$ cat src/design/fpet_consts.svh
// Timing constants of the flash program/erase sequencer.
// Assumes inclusion by the package and the sequencer; definitions only.
`ifndef FPET_CONSTS_SVH
`define FPET_CONSTS_SVH

// ----------------------------------------------------------------------
// Step lengths in timing generator periods
// ----------------------------------------------------------------------
`define FPET_T_WORD 14'h001E
`define FPET_T_BLK_FIRST 14'h0019
`define FPET_T_BLK_NEXT 14'h0012
`define FPET_T_BLK_END 14'h0006
`define FPET_T_MASS 14'h2961
`define FPET_T_SEG 14'h12D3
`define FPET_CNT_W 14
`define FPET_BLK_LAST 6'h3F
`define FPET_ONE_TICK 14'h0001

// ----------------------------------------------------------------------
// Timing generator divider
// ----------------------------------------------------------------------
`define FPET_DIV_W 8
`define FPET_DIV_ZERO 8'h00
`define FPET_SRC_W 2

`endif

$ cat src/design/fpet_pkg.sv
// Types shared by the flash program/erase sequencer.
// Assumes the constants header is on the include path.
`include "fpet_consts.svh"

package fpet_pkg;

    // ------------------------------------------------------------------
    // Operation codes and request carrier
    // ------------------------------------------------------------------
    typedef enum logic [2:0] {
        FPET_OP_WORD,
        FPET_OP_BLOCK,
        FPET_OP_SEG,
        FPET_OP_MASS
    } fpet_op_t;

    typedef struct packed {
        fpet_op_t op;
        logic last;
    } fpet_req_t;

    typedef struct packed {
        logic busy;
        logic done;
        logic prog_en;
        logic erase_en;
        logic item_done;
    } fpet_stat_t;

    typedef enum logic [2:0] {
        FPET_ST_IDLE,
        FPET_ST_WORD,
        FPET_ST_BLK,
        FPET_ST_WAIT,
        FPET_ST_END,
        FPET_ST_ERASE
    } fpet_state_t;

endpackage

$ cat src/design/fpet_seq.sv
// Flash program/erase timing sequencer with its timing generator divider.
// Assumes a single core_clk domain; requests are synchronous pulses/levels.
//
// Overview of operation
// - A word or byte program lasts 30 timing generator periods.
// - First item of a block write lasts 25 timing generator periods.
// - Each further block item, positions one to 63, lasts 18 periods.
// - A block write ends with a 6 period end sequence.
// - Mass erase lasts 10593 timing generator periods.
// - Segment erase lasts 4819 timing generator periods.
// - All step lengths are fixed counts of timing generator periods.
`timescale 1ns/10ps
`include "fpet_consts.svh"

module fpet_seq (
    input wire logic core_clk, // System clock, 50 MHz.
    input wire logic reset, // Synchronous reset, active high.
    input wire logic [`FPET_SRC_W-1:0] src_en, // Per-source enable pulses.
    input wire logic [`FPET_SRC_W-1:0] src_sel, // Selects the source enable.
    input wire logic [`FPET_DIV_W-1:0] div_ratio, // Divide by ratio plus one.
    input wire logic start, // One-cycle start request.
    input wire fpet_pkg::fpet_req_t req, // Operation and last-item flag.
    input wire logic data_valid, // Next block item is ready.
    output fpet_pkg::fpet_stat_t stat, // Busy, done and array strobes.
    output logic tick // Timing generator period pulse.
);

    // ------------------------------------------------------------------
    // Timing generator divider
    // ------------------------------------------------------------------
    logic [`FPET_DIV_W-1:0] div_q, div_d;
    logic tick_d, tick_q;
    logic src_pulse;

    always_comb begin
        // Only two sources exist, so the upper select bit is not decoded;
        // a full index would read past the enable vector.
        src_pulse = src_en[src_sel[0]];
        div_d = div_q;
        tick_d = 1'b0;
        if (src_pulse) begin
            if (div_q >= div_ratio) begin
                div_d = `FPET_DIV_ZERO;
                tick_d = 1'b1;
            end else begin
                div_d = div_q + 8'h01;
            end
        end
    end

    // Divider register; the ratio is sampled live, so software should
    // change it only while idle to keep step lengths exact.
    always_ff @(posedge core_clk) begin
        if (reset) begin
            div_q <= `FPET_DIV_ZERO;
            tick_q <= 1'b0;
        end else begin
            div_q <= div_d;
            tick_q <= tick_d;
        end
    end
    assign tick = tick_q;

    // ------------------------------------------------------------------
    // Sequencer state machine
    // ------------------------------------------------------------------
    fpet_pkg::fpet_state_t st_q, st_d;
    logic [`FPET_CNT_W-1:0] cnt_q, cnt_d;
    logic last_q, last_d;
    logic done_q, done_d;
    logic item_q, item_d;
    logic [5:0] pos_q, pos_d;

    // Each step loads its length and counts ticks down to one.
    always_comb begin
        st_d = st_q;
        cnt_d = cnt_q;
        last_d = last_q;
        pos_d = pos_q;
        done_d = 1'b0;
        item_d = 1'b0;
        case (st_q)
            fpet_pkg::FPET_ST_IDLE: begin
                if (start) begin
                    last_d = req.last;
                    pos_d = 6'h00;
                    case (req.op)
                        fpet_pkg::FPET_OP_WORD: begin
                            st_d = fpet_pkg::FPET_ST_WORD;
                            cnt_d = `FPET_T_WORD;
                        end
                        fpet_pkg::FPET_OP_BLOCK: begin
                            st_d = fpet_pkg::FPET_ST_BLK;
                            cnt_d = `FPET_T_BLK_FIRST;
                        end
                        fpet_pkg::FPET_OP_SEG: begin
                            st_d = fpet_pkg::FPET_ST_ERASE;
                            cnt_d = `FPET_T_SEG;
                        end
                        fpet_pkg::FPET_OP_MASS: begin
                            st_d = fpet_pkg::FPET_ST_ERASE;
                            cnt_d = `FPET_T_MASS;
                        end
                        default: st_d = fpet_pkg::FPET_ST_IDLE;
                    endcase
                end
            end
            fpet_pkg::FPET_ST_WORD, fpet_pkg::FPET_ST_ERASE,
            fpet_pkg::FPET_ST_END: begin
                if (tick_q) begin
                    if (cnt_q == `FPET_ONE_TICK) begin
                        st_d = fpet_pkg::FPET_ST_IDLE;
                        done_d = 1'b1;
                    end else begin
                        cnt_d = cnt_q - `FPET_ONE_TICK;
                    end
                end
            end
            fpet_pkg::FPET_ST_BLK: begin
                if (tick_q) begin
                    if (cnt_q == `FPET_ONE_TICK) begin
                        item_d = 1'b1;
                        if (last_q || pos_q == `FPET_BLK_LAST) begin
                            st_d = fpet_pkg::FPET_ST_END;
                            cnt_d = `FPET_T_BLK_END;
                        end else begin
                            st_d = fpet_pkg::FPET_ST_WAIT;
                        end
                    end else begin
                        cnt_d = cnt_q - `FPET_ONE_TICK;
                    end
                end
            end
            fpet_pkg::FPET_ST_WAIT: begin
                if (data_valid) begin
                    st_d = fpet_pkg::FPET_ST_BLK;
                    cnt_d = `FPET_T_BLK_NEXT;
                    pos_d = pos_q + 6'h01;
                    last_d = req.last;
                end
            end
            default: st_d = fpet_pkg::FPET_ST_IDLE;
        endcase
    end

    // State registers.
    always_ff @(posedge core_clk) begin
        if (reset) begin
            st_q <= fpet_pkg::FPET_ST_IDLE;
            cnt_q <= '0;
            last_q <= 1'b0;
            pos_q <= 6'h00;
            done_q <= 1'b0;
            item_q <= 1'b0;
        end else begin
            st_q <= st_d;
            cnt_q <= cnt_d;
            last_q <= last_d;
            pos_q <= pos_d;
            done_q <= done_d;
            item_q <= item_d;
        end
    end

    assign stat.busy = (st_q != fpet_pkg::FPET_ST_IDLE);
    assign stat.done = done_q;
    assign stat.item_done = item_q;
    assign stat.erase_en = (st_q == fpet_pkg::FPET_ST_ERASE);
    assign stat.prog_en = (st_q == fpet_pkg::FPET_ST_WORD) ||
        (st_q == fpet_pkg::FPET_ST_BLK) || (st_q == fpet_pkg::FPET_ST_WAIT) ||
        (st_q == fpet_pkg::FPET_ST_END);
endmodule

$ cat config.mk
export PLATFORM = sky130hd
export DESIGN_NAME = fpet_seq
export DESIGN_NICKNAME = d
export VERILOG_FILES = /design/src/design/fpet_pkg.sv /design/src/design/fpet_seq.sv
export VERILOG_INCLUDE_DIRS = /design/src /design/src/design
export SDC_FILE = /design/constraint.sdc
export NUM_CORES = 1
export LEC_CHECK = 0
export ABC_AREA = 1
export BUFFER_PORTS_ARGS = -buffer_cell sky130_fd_sc_hd__buf_4
export CORE_ASPECT_RATIO = 0.5
export CORE_UTILIZATION = 65
export CTS_BUF_LIST = sky130_fd_sc_hd__clkbuf_8
export DETAILED_ROUTE_END_ITERATION = 10
export PLACE_DENSITY = 0.9
export SLEW_MARGIN = 20
export SYNTH_ARGS = -nofsm -noshare
export SYNTH_HDL_FRONTEND = slang
export SYNTH_SLANG_ARGS = --single-unit
$ cat constraint.sdc
create_clock -name core_clk -period 2.84 [get_ports core_clk]
set_input_delay 0.426 -clock core_clk [delete_from_list [all_inputs] [get_ports core_clk]]
set_output_delay 0.426 -clock core_clk [all_outputs]
set_load 0.01 [all_outputs]
== Word level (Yosys, flattened, before mapping) ==
Cells that the tools add are included.

* Multipliers: 0
* Shift operators: 0
* Muxes and demuxes: 30
* Add/sub/neg operators: 3
* Bitwise logic cells: 3
* Magnitude comparators: 2
* Equality and inequality tests: 19
* Div/mod/pow operators: 0
* Reduce and logical (&&, ||, !) cells: 17

{| class="wikitable"
|+ Operators by type and width
! kind !! number
|-
| case mux 14 bit (4 select lines) || 2
|-
| 2-to-1 mux 14 bit || 7
|-
| 2-to-1 mux 3 bit || 7
|-
| equality test 14 x 1 -> 1 bit (second input constant) || 1
|-
| != test 2 bit (second input constant) || 7
|-
| subtractor 14 x 1 -> 14 bit (second input constant) || 1
|-
| equality test 3 x 2 -> 1 bit (second input constant) || 4
|-
| 2-to-1 mux 6 bit || 2
|-
| case mux 3 bit (4 select lines) || 1
|-
| case mux 6 bit (2 select lines) || 1
|-
| case mux 3 bit (3 select lines) || 1
|-
| adder 8 x 1 -> 8 bit (second input constant) || 1
|-
| >= comparator 8 bit || 1
|-
| 2-to-1 mux 8 bit || 1
|-
| AND reduction 8 bit || 1
|-
| OR reduction 2 bit || 4
|-
| 2-to-1 mux 1 bit || 7
|-
| adder 6 x 1 -> 6 bit (second input constant) || 1
|-
| equality test 3 x 1 -> 1 bit (second input constant) || 2
|-
| equality test 3 bit (second input constant) || 2
|-
| equality test 6 bit (second input constant) || 1
|-
| logical NOT 3 bit || 2
|-
| AND reduction 6 bit || 1
|-
| != test 5 x 1 -> 1 bit (second input constant) || 1
|-
| 10 further kinds || 15
|}

* Output and inout port bits: 6
* Bits in read-only memories: 0
* Latch bits: 0
* Memories kept: 0
* Bits in writable memories: 0
* Flip-flop bits (word level): 35

== Logic depth before layout (Yosys ltp) ==
* Depth after elaboration: 6
* Depth in mapped cells: 11

== Worst setup path before layout ==
OpenSTA, ideal clock, no wires.

* Kind: input -> register
* Start: in div_ratio[5]
* End: reg div_q[0]
* Path slack: 1.342 ns
* Stages on the path: 9
* Setup time: 0.071 ns
* Data arrival time: 1.427 ns
* Required time: 2.769 ns
* Cells stage by stage: inv_1 -> ha_1 -> a21oi_1 -> nor2_1 -> nor3_1 -> nand3_1 -> nand2_1 -> nand2_1 -> a21oi_1

* Cells in the longest elaborated chain, start to end: 2

{| class="wikitable"
|+ Ends and longest elaborated chain
! what !! RTL line !! text
|-
| from (decl) || fpet_seq.sv:20 || <nowiki>input wire logic [`FPET_DIV_W-1:0] div_ratio,</nowiki>
|-
| >= comparator 8 bit || fpet_seq.sv:42 || <nowiki>if (div_q >= div_ratio) begin</nowiki>
|-
| 2-to-1 mux 8 bit || fpet_seq.sv:42 ||
|-
| to (signal assigned) || fpet_seq.sv:55 || <nowiki>div_q <= `FPET_DIV_ZERO;</nowiki>
|-
| to (signal assigned) || fpet_seq.sv:58 || <nowiki>div_q <= div_d;</nowiki>
|-
| to (decl) || fpet_seq.sv:31 || <nowiki>logic [`FPET_DIV_W-1:0] div_q, div_d;</nowiki>
|}

No other way between the ends.
A chain may end at the register's enable or synchronous reset.

== Worst setup path in the final report ==
* Start: reg pos_q[0]
* End: reg cnt_q[8]

* Cells in the longest elaborated chain, start to end: 4

{| class="wikitable"
|+ Ends and longest elaborated chain
! what !! RTL line !! text
|-
| from (decl) || fpet_seq.sv:72 || <nowiki>logic [5:0] pos_q, pos_d;</nowiki>
|-
| from (signal assigned) || fpet_seq.sv:159 || <nowiki>pos_q <= pos_d;</nowiki>
|-
| equality test 6 bit (no line) || -- ||
|-
| logical OR 1 bit (no line) || -- ||
|-
| != test 3 bit (no line) || -- ||
|-
| AND reduction 8 bit (no line) || -- ||
|-
| to (signal assigned) || fpet_seq.sv:157 || <nowiki>cnt_q <= cnt_d;</nowiki>
|-
| to (decl) || fpet_seq.sv:68 || <nowiki>logic [`FPET_CNT_W-1:0] cnt_q, cnt_d;</nowiki>
|}

No other way between the ends.

==> results.toml <==
[place]
place_congestion = 0.893
port_buffers = 24
place_worst_setup_slack_ns = 0.810
dp_hpwl_um = 4170
dp.cells = 436

[timing]
setup_viol = 0
hold_viol_final = 0
setup_tns_ns = 0
slew_viol_final = 0
finClkSkew_ns = 0.00867
relSlewSlack_pct = 66.8
min_period_ns = 2.11
period_share_pct = 74.1
tightestPinTransition_ns = 0.497
hold_slack_ns = 0.369
max_freq_ghz = 0.475
rsz0062_at_grt = "false"
fin_ws_ns = 0.734

[drt]
dr.pass1.iters = 5
viasPerCell = 5.43
post_drt_wl_per_cell_um = 12.6
drc = 0
via_count = 2413
routed_wl_um = 5570
drt-initial-drc-count = 124
ant_nets = 0

[power]
switching_share_pct = 42.5
leakage_nw = 1.31
p_clk_share_pct = 23.7
p_comb_share_pct = 44.1
powerDensity_nw_per_um2 = 727
switchingPower_mw = 0.839
irDropWorstVdd_mv = 0.315
internal-power_mw = 1.13
seq_power_share_pct = 32.2

[setup_path]
crit_chain = "ha_1 > nand2_1 > nor2_2 > nand2_1 > nand3_2 > nand2_2 > a21oi_4 > nand2_1 > nor2_1 > nor2_1"
worstSetupPathType = "reg2reg"
reg2reg_depth = 10
cp_slowest_stage_delay_ns = 0.42
crit_end = "cnt_q[8]"
slowest_stage = "a21oi_4"
ff2ff_setup_slack_ns = 0.73
critPathTopFamily = "simple AND/OR/NAND/NOR gates"
cp-start-kind = "register"
crit_path_start = "pos_q[0]"
cp_num_cells = 10
crit_top_cell = "nand2_1"
cp-end-kind = "register"
cp_num_buf_inv = 0
crit_required_ns = 3.03
crit_arrival_ns = 2.29
reg2reg_to = "cnt_q[8]"
reg2reg_from = "pos_q[0]"
worstPathMaxFanout = 16

[cts]
cts.repair_timing.setup_buffer_count = 0
cts_tree = "built"
cts_max_level = 2
postCtsHoldBufs = 0
cts_buffer_depth = 2
clock-sinks = 35
clock_tree.root_cell = "clkbuf_8"
numCtsBuffers = 5
cts_resized = 0
clkSlewWorstSetupHoldPaths_ns = 0.08
clock_latency_ns = 0.29

[die]
dieArea_um2 = 3960
start_util_pct = 68.8
die_h_um = 45.0
num_rows = 15
die_w_um = 88.0
core_area_um2 = 3490
boundaryPins = 26

[global_route]
met2_usage_pct = 59.1
grt_pass1_wl_um = 9310
grt_overflow = 0
track_usage_pct = 30.8
grt_max_degree = 18
grt_pass1_vias = 2235
grt-busiest-layer = "met2"
grt_antenna_before_repair = 0
grt.met1_usage_pct = 35.8
grt_use_met3_pct = 6.40

[synthesis]
synth_cell_type_count = 34
syn_nets = 399
seq_area_frac_synth_pct = 29.2
synth_edf_count = 0
netlist_instances = 367
netlist_area_um2 = 2400
synthFlopType = "dfxtp_1"
synth_seq_cells = 35
synth_warnings = 0
synthArstFlopShare_pct = 0
avgSynthCellArea_um2 = 6.55

[cells_and_area]
layout-drive-gt1-share_pct = 17.8
nFillCells = 270
instances_no_fill = 444
n_antenna_cell = 0
syn2layout_area_growth_pct = 13.1
nNetsFinal = 424
finish.utilization_pct = 77.8

[job]
drv_cap = 0

[min_path]
hold_path.class = "in2reg"

[run_status]
status = "completed"
[stage by stage]
step	instance area [µm²]	total power, mW
after detailed placement	2600	1.49
final	2720	1.97
after CTS	2720	1.96
after global placement	2600	1.46
after global routing	2720	2.11
after floorplan	2400	1.32
[registers in the layout, summed over array words and instances (netlist names)]
signal  count
cnt_q      14
item_q      1
last_q      1
div_q       8
tick        1
st_q        3
pos_q       6
done_q      1
[placed cells by master, fill, tap and decap left out]
master,Yosys,final
clkbuf_8,0,5
nand3b_1,1,1
nand2_2,12,12
bufinv_16,0,1
inv_4,1,1
a21oi_4,1,1
dfxtp_1,35,35
mux2i_1,1,1
inv_1,40,40
inv_6,0,1
nor3b_2,1,1
xor2_1,9,9
inv_2,6,6
nor2_2,6,6
o21ai_1,8,8
clkinv_4,0,1
buf_4,2,24
o22ai_1,2,2
nand3_4,1,1
nor2_1,70,70
nor3_1,7,7
nand2_1,76,76
o21ai_2,1,1
a21oi_1,14,14
xnor2_1,5,5
o21ai_0,10,10
nand3_1,23,23
or2_2,1,1
nand2_4,2,2
nand3_2,3,3
a21oi_2,3,3
nand4_1,6,6
or2_1,1,1
a31oi_1,3,3
ha_1,12,12
[synthesized netlist by cell type, types with 2 or more instances]
cell type | number | area share, %
nand2_1 | 76 | 12
nor2_1 | 70 | 11
inv_1 | 40 | 6.2
dfxtp_1 | 35 | 29
nand3_1 | 23 | 4.8
a21oi_1 | 14 | 2.9
ha_1 | 12 | 6.2
nand2_2 | 12 | 3.1
o21ai_0 | 10 | 2.1
xor2_1 | 9 | 3.3
o21ai_1 | 8 | 1.7
nor3_1 | 7 | 1.5
inv_2 | 6 | 0.94
nand4_1 | 6 | 1.6
nor2_2 | 6 | 1.6
xnor2_1 | 5 | 1.8
a21oi_2 | 3 | 1.1
a31oi_1 | 3 | 0.78
nand3_2 | 3 | 1.3
buf_4 | 2 | 0.62
buf_6 | 2 | 0.94
nand2_4 | 2 | 0.94
o22ai_1 | 2 | 0.52
[worst min path at each step]
stage / start / to / cells after the start
after global routing: reset / cnt_q[4] / 2
after CTS: reset / cnt_q[3] / 2
after global placement: pos_q[0] / pos_q[0] / 1
after detailed placement: pos_q[1] / pos_q[1] / 2
after floorplan: pos_q[0] / pos_q[0] / 1
final: reset / cnt_q[3] / 2
[final cells by class]
class | instances | area, µm² | share of cell area (%)
multi-input combinational | 279 | 1480 | 54.4
sequential | 35 | 701 | 25.8
timing repair buffer | 24 | 180 | 6.63
inverter | 47 | 179 | 6.59
clock buffer | 5 | 68.8 | 2.53
tap | 51 | 63.8 | 2.35
clock inverter | 3 | 47.5 | 1.75
[cell families (layout without fill, tap and decap cells)]
kind of cell,after synthesis,after routing,share of synthesized area [%]
buffers and inverters,53,79,9.37
AO/OA/AOI/OAI,42,42,10.1
multiplexers,1,1,0.417
XOR/XNOR,14,14,5.10
adder cells (fa/ha/maj),12,12,6.25
AND/OR/NAND/NOR,210,210,39.6
flip-flops,35,35,29.2
[power by group through the flow]
stage	sequential (mW)	combinational, mW	clock [mW]
after CTS	0.632	0.858	0.470
after global routing	0.644	0.980	0.488
after detailed placement	0.641	0.846	0
after global placement	0.639	0.818	0
final	0.635	0.871	0.468
after floorplan	0.620	0.698	0
[metal layers]
| metal | share of wire [%] | wire length [µm] |
|---|---|---|
| met1 | 44 | 2440 |
| met2 | 51 | 2830 |
| met3 | 4.7 | 263 |
| met4 | 0.75 | 42 |
| met5 | 0 | 0 |
Power figures use the tool's default switching activity.
